### src/hw/shaft_emu_params.svh
`ifndef SHAFT_EMU_PARAMS_SVH
`define SHAFT_EMU_PARAMS_SVH

// ****************************************************
// Frame layout and timing constants
// ****************************************************
`define FRAME_BITS 28
`define REV_BITS 12
`define POS_BITS 16
`define CLK_SYS_NS 100
// Frame-end timeouts in nanoseconds (1.3 us and 10 us)
`define TOUT_SHORT_NS 1300
`define TOUT_LONG_NS 10000
// Least times round up to whole cycles
`define TOUT_SHORT_CYC ((`TOUT_SHORT_NS + `CLK_SYS_NS - 1) / `CLK_SYS_NS)
`define TOUT_LONG_CYC ((`TOUT_LONG_NS + `CLK_SYS_NS - 1) / `CLK_SYS_NS)
`define ZERO_OFFSET_RST 16'h0000

`endif

### src/hw/shaft_emu_pkg.sv
`include "shaft_emu_params.svh"

package shaft_emu_pkg;

  // ****************************************************
  // Types
  // ****************************************************
  // Absolute shaft position: revolution count and angle
  typedef struct packed {
    logic [`REV_BITS-1:0] rev;
    logic [`POS_BITS-1:0] ang;
  } shaft_pos_t;

  // Serial frame state, one bit changing per step from IDLE to SHIFT to WAIT
  typedef enum logic [1:0] {
    FR_IDLE = 2'b00,
    FR_SHIFT = 2'b01,
    FR_WAIT = 2'b11
  } frame_state_t;

  // Whole state of the encoder emulation
  typedef struct packed {
    logic [2:0] clk_sync;
    frame_state_t st;
    logic [`FRAME_BITS-1:0] shreg;
    logic [5:0] bit_cnt;
    logic [9:0] idle_cnt;
    logic data_out;
    logic [`POS_BITS-1:0] ang_prev;
    logic qa;
    logic qb;
    logic qz;
  } emu_state_t;

endpackage

### src/hw/shaft_position_encoder_emulation.sv
// Contract
// RULE1: Both outputs follow the absolute feedback position.
// RULE2: Each serial frame carries 28 data bits.
// RULE3: Revolution count first, twelve bits, MSB first.
// RULE4: Then sixteen angle bits, MSB first.
// RULE5: Setting selects Gray or binary coding.
// RULE6: Setting selects 1.3 us or 10 us timeout.
// RULE7: Controller clocks frames with 600 ns period; the bench reader uses 800 ns.
// RULE8: Count rises for clockwise shaft rotation.
// RULE9: Quadrature A and B plus zero channel.
// RULE10: Zero pulse once per turn, A=B=1.
// RULE11: Stored offset places the zero pulse.
// RULE12: Idle timeout captures fresh position for frame.
module shaft_position_encoder_emulation
  import shaft_emu_pkg::*;
(
  input wire logic clk_sys,
  input wire logic rst,
  input wire shaft_pos_t shaft_pos,
  input wire logic frame_code_select,
  input wire logic frame_timeout_select,
  input wire logic [`POS_BITS-1:0] zero_pulse_offset,
  input wire logic incremental_emulation_function,
  input wire logic serial_clk,
  output logic serial_data,
  output logic inc_a,
  output logic inc_b,
  output logic inc_zero
);

  // ****************************************************
  // Constants
  // ****************************************************
  localparam logic [9:0] TOUT_SHORT = 10'(`TOUT_SHORT_CYC);
  localparam logic [9:0] TOUT_LONG = 10'(`TOUT_LONG_CYC);
  localparam logic [5:0] NBITS = 6'(`FRAME_BITS);

  emu_state_t s_q; // Registered state
  emu_state_t s_d; // Next state
  logic [`FRAME_BITS-1:0] frame_bin; // Frame before coding
  logic [`FRAME_BITS-1:0] frame_word; // Frame after coding
  logic [9:0] tout; // Selected timeout in cycles
  logic sclk_fall; // Controller clock falling edge
  logic sclk_rise; // Controller clock rising edge
  logic [1:0] phase; // Quadrature phase from relative angle LSBs
  logic [`POS_BITS-1:0] rel_ang; // Angle relative to zero offset
  logic [1:0] ph_step; // Distance from emitted to target phase
  logic [1:0] ph_next; // Phase emitted on the next clock

  // ****************************************************
  // Combinational next state
  // ****************************************************
  // Frame assembly, timeout choice, shifting and quadrature
  always_comb begin
    s_d = s_q;
    // Angle rises clockwise, so feedback is used as given
    frame_bin = {shaft_pos.rev, shaft_pos.ang}; // RULE1 RULE3 RULE4 RULE8
    if (frame_code_select) begin
      frame_word = frame_bin ^ (frame_bin >> 1); // RULE5
    end else begin
      frame_word = frame_bin; // Binary is the default coding
    end
    tout = frame_timeout_select ? TOUT_LONG : TOUT_SHORT; // RULE6
    // Only bits 1 and 2 are synchronised; bit 0 is the first stage
    sclk_fall = s_q.clk_sync[2] & ~s_q.clk_sync[1];
    sclk_rise = ~s_q.clk_sync[2] & s_q.clk_sync[1];
    s_d.clk_sync = {s_q.clk_sync[1:0], serial_clk};
    unique case (s_q.st)
      FR_IDLE: begin
        // Line idle: hold data high and keep a fresh sample
        s_d.data_out = 1'b1;
        s_d.shreg = frame_word; // RULE12
        if (sclk_fall) begin
          s_d.st = FR_SHIFT;
          s_d.bit_cnt = 6'h00;
        end
      end
      FR_SHIFT: begin
        // Each rising edge presents the next bit, MSB first
        if (sclk_rise) begin
          s_d.data_out = s_q.shreg[`FRAME_BITS-1]; // RULE2
          s_d.shreg = {s_q.shreg[`FRAME_BITS-2:0], 1'b0};
          s_d.bit_cnt = s_q.bit_cnt + 6'h01;
          if (s_q.bit_cnt == NBITS - 6'h01) begin
            s_d.st = FR_WAIT;
          end
        end
        s_d.idle_cnt = 10'h000;
      end
      FR_WAIT: begin
        // Data low until clock rests high for the timeout
        if (sclk_rise) begin
          s_d.data_out = 1'b0;
        end
        if (~s_q.clk_sync[2] || sclk_fall) begin
          s_d.idle_cnt = 10'h000;
        end else if (s_q.idle_cnt >= tout - 10'h001) begin
          s_d.st = FR_IDLE; // RULE12
        end else begin
          s_d.idle_cnt = s_q.idle_cnt + 10'h001;
        end
      end
    endcase
    // Quadrature walks one Gray step per clock toward the target phase,
    // so a jump of the feedback never moves A and B in the same cycle
    rel_ang = shaft_pos.ang - zero_pulse_offset; // RULE11
    phase = rel_ang[1:0];
    ph_step = phase - s_q.ang_prev[1:0];
    ph_next = s_q.ang_prev[1:0];
    if (!incremental_emulation_function) begin
      // Disabled: restart from A0B0 so enabling moves one channel only
      ph_next = 2'b00;
    end else if (ph_step == 2'b11) begin
      // Target one step behind: count down
      ph_next = s_q.ang_prev[1:0] - 2'b01;
    end else if (ph_step != 2'b00) begin
      // Ahead, or half a cycle away: count up, one step at a time
      ph_next = s_q.ang_prev[1:0] + 2'b01;
    end
    // Low two bits keep the phase actually emitted
    s_d.ang_prev = {rel_ang[`POS_BITS-1:2], ph_next};
    if (incremental_emulation_function) begin
      s_d.qa = (ph_next == 2'b01) || (ph_next == 2'b10); // RULE9
      s_d.qb = ph_next[1]; // RULE9
      // A high in 01,10; B high in 10,11: both high only at 10
      s_d.qz = (rel_ang[`POS_BITS-1:2] == '0) && (ph_next == 2'b10); // RULE10
    end else begin
      s_d.qa = 1'b0;
      s_d.qb = 1'b0;
      s_d.qz = 1'b0;
    end
  end

  // ****************************************************
  // State register
  // ****************************************************
  // Synchronous reset to a quiet, idle link
  always_ff @(posedge clk_sys) begin
    if (rst) begin
      s_q <= '0;
      s_q.data_out <= 1'b1;
      s_q.clk_sync <= 3'h7;
    end else begin
      s_q <= s_d;
    end
  end

  assign serial_data = s_q.data_out;
  assign inc_a = s_q.qa;
  assign inc_b = s_q.qb;
  assign inc_zero = s_q.qz;
endmodule

### config.mk
export PLATFORM = sky130hd
export DESIGN_NAME = shaft_position_encoder_emulation
export DESIGN_NICKNAME = d
export VERILOG_FILES = /design/src/hw/shaft_emu_pkg.sv /design/src/hw/shaft_position_encoder_emulation.sv
export VERILOG_INCLUDE_DIRS = /design/src /design/src/hw
export SDC_FILE = /design/constraint.sdc
export NUM_CORES = 1
export LEC_CHECK = 0
export ABC_AREA = 1
export BUFFER_PORTS_ARGS = -buffer_cell sky130_fd_sc_hd__buf_2
export CAP_MARGIN = 20
export CORE_MARGIN = 2
export CORE_UTILIZATION = 45
export DETAILED_ROUTE_END_ITERATION = 10
export SLEW_MARGIN = 25
export SYNTH_ARGS = -nofsm -noshare
export SYNTH_HDL_FRONTEND = slang
export SYNTH_SLANG_ARGS = --single-unit
### constraint.sdc
create_clock -name clk_sys -period 6.3 [get_ports clk_sys]
set_clock_uncertainty 0.05 [all_clocks]
set_input_delay 0.63 -clock clk_sys [delete_from_list [all_inputs] [get_ports clk_sys]]
set_output_delay 0.63 -clock clk_sys [all_outputs]
set_load 0.01 [all_outputs]
==> flow_summary.json, run 1 <==
{
  "status": "finished clean",
  "dieHeight_um": 98.6,
  "ir_worst_vdd_v": 0.000109,
  "start_util_pct": 46.4,
  "cellPowerDensity_nw_per_um2": 195,
  "r2r_slack_ps": 4060,
  "maxSlewHeadroom_pct": 33.2,
  "r2r-end": "inc_zero",
  "maxSlewViolCount": 0,
  "first_global_vias": 3654,
  "grt-ovfl-total": 0,
  "cts.path.max_buffers": 2,
  "cts_setup_buffers": 0,
  "swShare_pct": 29.3,
  "holdPathStages": 1,
  "power_frac_clock_pct": 31.0,
  "fin_tns_setup_ps": 0,
  "post-route-util_pct": 51.6,
  "cts_made_buffers": 5,
  "async_reset_ff_share_pct": 0,
  "cts_root_buffer": "clkbuf_8",
  "pwr-share-seq_pct": 44.1,
  "drt-total-wl_um": 8790,
  "ys.warnings.count": 0,
  "required_ps": 6490,
  "synth.distinct_cells": 38,
  "place_area_um2": 4350,
  "regToRegStartpoint": "s_q[3]",
  "htree_levels": 2,
  "avgSynthCellArea_um2": 6.58,
  "core_um2": 8680,
  "min_to": "s_d[68]",
  "drtIter0Drc": 178,
  "drt_pass1_iterations": 4,
  "syn_nets": 688,
  "reg2regPathDepth": 15,
  "maxCapViolCount": 0,
  "cts.clk_slew.worst_paths_ps": 100,
  "synth_flop_cell": "dfxtp_1",
  "postCtsHoldBufs": 0,
  "crit_path_start_kind": "input pin",
  "clk_latency_ps": 310,
  "worstHoldStart": "s_d[67]",
  "drc": 0,
  "fmaxAchievable_ghz": 0.364,
  "post_cts_resized": 0,
  "grt_max_degree": 64,
  "area_growth_pct": 11.3,
  "cts_tree": "yes",
  "netlist_area_um2": 4030,
  "synth-seq-cells": 55,
  "hold_ws_ps": 382,
  "gp_congestion": 0.900,
  "synth_edf_count": 0,
  "via_per_inst": 5.06,
  "nets": 730,
  "die_w_um": 98.6,
  "port-buffer-count": 53,
  "multi_input_area_um2": 2520,
  "worst_pin_slew_ps": 1000,
  "ys_seq_area_share_pct": 27.3,
  "worst_setup_path_end_kind": "register",
  "fillers": 921,
  "grt_use_total_pct": 18.9,
  "layout-drive-gt1-share_pct": 13.7,
  "min_period_ps": 2740,
  "die_area_um2": 9720,
  "path_max_fanout": 3,
  "setup_viol": 0,
  "finalCritPeriodShare_pct": 43.6,
  "power_switching_mw": 0.257,
  "synth_top_area_share_pct": 27.3,
  "rsz0062_at_grt": "no",
  "n_antenna_cell": 0,
  "cts_sinks": 55,
  "vias": 3858,
  "synth_cells": 612,
  "grt_pass1_wl_um": 15600,
  "fin_area_um2": 4480,
  "rows": 34,
  "hpwl_um": 6810,
  "regArea_um2": 1100,
  "ant_nets": 0,
  "share_comb_of_total_power_pct": 24.9,
  "synth_top_area_cell": "dfxtp_1",
  "io-pin-count": 54,
  "netlist_top_cells_area": "dfxtp_1 27%, nand2_1 18%, ha_1 7.8%, inv_1 7.2%, xor2_1 7.0%",
  "wl_per_cell_um": 11.5,
  "critPathKind": "input pin to register",
  "arrival_ps": 2940,
  "timing_hold_violations_final": 0,
  "hp-class": "register to register",
  "power_mw": 0.875,
  "p_int_mw": 0.618,
  "grt_antenna_before_repair": 0,
  "p_leak_nw": 2.27
}
## worst max-delay path: stages
cell	delay (ps)
buf_2	70
inv_1	50
ha_1	220
fa_1	550
xor2_1	210
or2_2	140
o2111ai_1	130
inv_1	90
ha_1	140
nand3_1	90
nor2_1	130
nand3_1	80
nor2_1	100
nand2_1	50
nor2_1	90
nand3_1	80
nor2_1	80
## how the worst max path moves through the flow
stage	startpoint	endpoint	slack, ps
floorplan	shaft_pos[0]	inc_zero	3590
global placement	shaft_pos[0]	inc_zero	3340
detailed placement	shaft_pos[0]	inc_zero	3220
CTS	shaft_pos[0]	inc_zero	3520
global route	shaft_pos[0]	inc_zero	3230
finish	shaft_pos[0]	inc_zero	3560
## routing by layer
layer / GRT usage, % / vias up / part of all wire, %
li1: - / 2055 / -
met1: 23.0 / 1746 / 46
met2: 35.6 / 49 / 51
met3: 2.13 / 8 / 2.0
met4: 3.90 / 0 / 1.1
met5: 0 / - / 0
## synth_stat cells, types with 2 or more instances
cell	count
nand3b_1	2
nand2_2	2
clkbuf_1	9
nor3_1	6
nand2_4	2
o21ai_1	4
a21oi_1	46
nor2_2	2
xnor2_1	4
xor2_1	32
inv_1	77
nand3_1	27
nand2_1	195
a31oi_1	2
ha_1	25
buf_2	9
nand4_1	13
o21ai_0	6
or2_2	5
nand3_2	2
o211ai_1	28
a21oi_2	2
nor3_2	2
inv_2	9
nor2_1	30
dfxtp_1	55
or2_1	2
nor3b_1	4
## cell usage in the layout (no fill, tap or decap), types with 2 or more instances in the layout
cell / instances
nand2_2: 2
nor2_1: 30
a21oi_2: 2
xor2_1: 32
nor3_1: 6
o21ai_0: 6
inv_1: 77
or2_1: 2
nor3_2: 2
nand2_1: 195
nand2_4: 2
nand4_1: 13
a21oi_1: 46
nand3b_1: 2
nor2_2: 2
o21ai_1: 4
nor3b_1: 4
buf_2: 53
xnor2_1: 4
clkbuf_8: 5
dfxtp_1: 55
a31oi_1: 2
or2_2: 5
inv_2: 9
nand3_2: 2
ha_1: 25
o211ai_1: 28
nand3_1: 27
bufinv_16: 2
## cells by family after synthesis
kind of cell,after synthesis,synth area share (%)
buffers and inverters,105,10.2
xor gates and xnor gates,36,7.83
DFF,55,27.3
AOI/OAI and AO/OA,92,13.8
and+or+nand+nor,298,32.6
adders and majority gates,26,8.27
## cell type report
cell class | count | area share (%)
flip-flops and latches | 55 | 24.6
repair buffers | 54 | 6.09
well taps | 108 | 3.02
inverters | 86 | 7.20
clock inverters | 2 | 1.34
clock buffers | 6 | 1.62
multi-input cells | 452 | 56.2
## power by group through the flow
stage	clock, mW	sequential, mW	combinational (mW)
final	0.271	0.386	0.218
after global routing	0.293	0.388	0.254
after CTS	0.278	0.386	0.221
after detailed placement	0	0.393	0.221
after global placement	0	0.393	0.216
after floorplan	0	0.390	0.164
## registers in the layout, summed over array words and instances, names as in the netlist
register     cells
inc_a            1
inc_b            1
inc_zero         1
s_d              2
s_q             49
serial_data      1
## stage by stage
stage | setup WS, ps | std cells
after floorplan | 3590 | 612
after global placement | 3340 | 755
after global routing | 3230 | 763
after detailed placement | 3220 | 755
final | 3560 | 763
after CTS | 3520 | 763
Note: power is estimated with default switching activity, not from simulation.
==> run 2: changes to the inputs <==
Settings changed: PLACE_DENSITY from default to 0.67.
Clock period 6.3 ns to 2.4 ns, I/O delays scaled along.
==> run 2 against run 1 <==
Non-clock buffer count rose by 10. Die area unchanged. Global-route usage increased by 0.050 points. Sequential power increased to 2.6 times the previous value. Setup slack got worse by 3400 ps. Worst hold slack worse by 300 ps. Clock-buffer cell count did not move. Wire length rose by 2.6%. Largest cell class unchanged. Highest routed layer unchanged.
==> flow_summary.json, run 2 (synthesized netlist as in run 1, its figures left out) <==
{
  "cts_made_buffers": 5,
  "postCtsHoldBufs": 0,
  "hpwl_um": 6930,
  "final_cell_mix": "195 x nand2_1, 75 x inv_1, 54 x dfxtp_1, 53 x buf_2, 46 x a21oi_1",
  "timing_hold_violations_final": 0,
  "drtIter0Drc": 105,
  "worst_setup_path_end_kind": "register",
  "grt_use_total_pct": 18.9,
  "rows": 34,
  "required_ps": 2600,
  "min_period_ps": 2210,
  "ant_nets": 0,
  "hp-class": "input pin to register",
  "grt_pass1_wl_um": 15700,
  "die_area_um2": 9720,
  "final_common_cell": "nand2_1",
  "cts_tree": "yes",
  "n_antenna_cell": 0,
  "fin_area_um2": 4610,
  "port-buffer-count": 53,
  "vias": 3925,
  "wl_per_cell_um": 11.7,
  "drc": 0,
  "htree_levels": 2,
  "nets": 740,
  "cts.clk_slew.worst_paths_ps": 100,
  "die_w_um": 98.6,
  "setup_ws_ps": 185,
  "gp_congestion": 0.859,
  "grt-ovfl-total": 0,
  "cts.path.max_buffers": 2,
  "crit_path_start_kind": "input pin",
  "path_max_fanout": 2,
  "grt_antenna_before_repair": 0,
  "clk_latency_ps": 300,
  "area_growth_pct": 14.5,
  "dieHeight_um": 98.6,
  "cts_sinks": 55,
  "hold_ws_ps": 83.9,
  "finalCritPeriodShare_pct": 92.3,
  "maxSlewViolCount": 0,
  "power_mw": 2.29,
  "worst_pin_slew_ps": 774,
  "via_per_inst": 5.08,
  "maxCapViolCount": 0,
  "critPathKind": "input pin to register",
  "first_global_vias": 3722,
  "core_um2": 8680,
  "cts_root_buffer": "clkbuf_8",
  "layout-drive-gt1-share_pct": 16.7,
  "cellPowerDensity_nw_per_um2": 497,
  "place_area_um2": 4410,
  "arrival_ps": 2410,
  "grt_max_degree": 64,
  "setup_viol": 0,
  "ir_worst_vdd_v": 0.000252,
  "io-pin-count": 54,
  "p_leak_nw": 2.32,
  "fmaxAchievable_ghz": 0.452,
  "largest_register_ffs": 49,
  "drt-total-wl_um": 9020,
  "maxSlewHeadroom_pct": 48.4,
  "top_register": "s_q",
  "start_util_pct": 46.4,
  "drt_pass1_iterations": 4,
  "status": "finished clean",
  "pre_cts_slack_ps": -225
}
run 2: changes by cell type in the layout (fill, tap and decap cells not counted), sizes merged:
cell / before / now
buf: 54 / 64
clkinv: 0 / 1
bufinv: 2 / 1
run 2: routing by layer:
metal | global-route usage [%] | share of wire [%] | vias up
met5 | 0 | 0 | -
met4 | 4.74 | 0.99 | 0
met3 | 2.13 | 3.2 | 7
met2 | 35.6 | 50 | 71
met1 | 22.8 | 46 | 1774
li1 | - | - | 2073
run 2: what timing repair did:
item                                    4_1_cts  5_1_grt
setup buffers                                 0        2
endpoints found under the setup margin        0        1
resized for setup                             0       14
run 2: per-stage QoR:
| step | util (%) | std cells | setup TNS [ps] |
|---|---|---|---|
| 6_report | 53.1 | 773 | 0 |
| 3_5_place_dp | 50.8 | 763 | -225 |
| 2_1_floorplan | - | 612 | 0 |
| 5_1_grt | 53.1 | 773 | -0.0466 |
| 3_3_place_gp | 50.8 | 763 | -92.0 |
| 4_1_cts | 52.2 | 771 | 0 |
run 2: worst paths after layout:
| check | from | to | slack [ps] | cells past startpoint |
|---|---|---|---|---|
| max | shaft_pos[0] | inc_zero | 190 | 17 |
| min | serial_clk | s_d[67] | 80 | 2 |
| max reg2reg | s_q[64] | s_q[57] | 190 | 5 |
| min reg2reg | s_q[29] | s_q[29] | 390 | 2 |
run 2: power by group:
part	total, mW	internal (mW)	switching (mW)
combinational	0.624	0.261	0.363
clock	0.653	0.344	0.309
sequential	1.01	0.976	0.0370
total	2.29	1.58	0.709
run 2: area by class of cell:
cell class,count,area [um^2]
well taps,108,135
fillers,904,4070
inverters,86,324
clock buffers,6,82.6
repair buffers,64,348
multi-input cells,452,2580
flip-flops and latches,55,1100
clock inverters,2,38.8
run 2: worst max-delay path, stage by stage:
cell,delay [ps]
buf_2,90
inv_2,40
ha_4,150
fa_2,580
xor2_2,170
or2_4,150
o2111ai_4,120
inv_2,90
ha_4,120
nand3_2,70
nor2_1,90
nand3_1,80
nor2_1,110
nand2_1,60
nor2_1,90
nand3_1,70
nor2_1,100
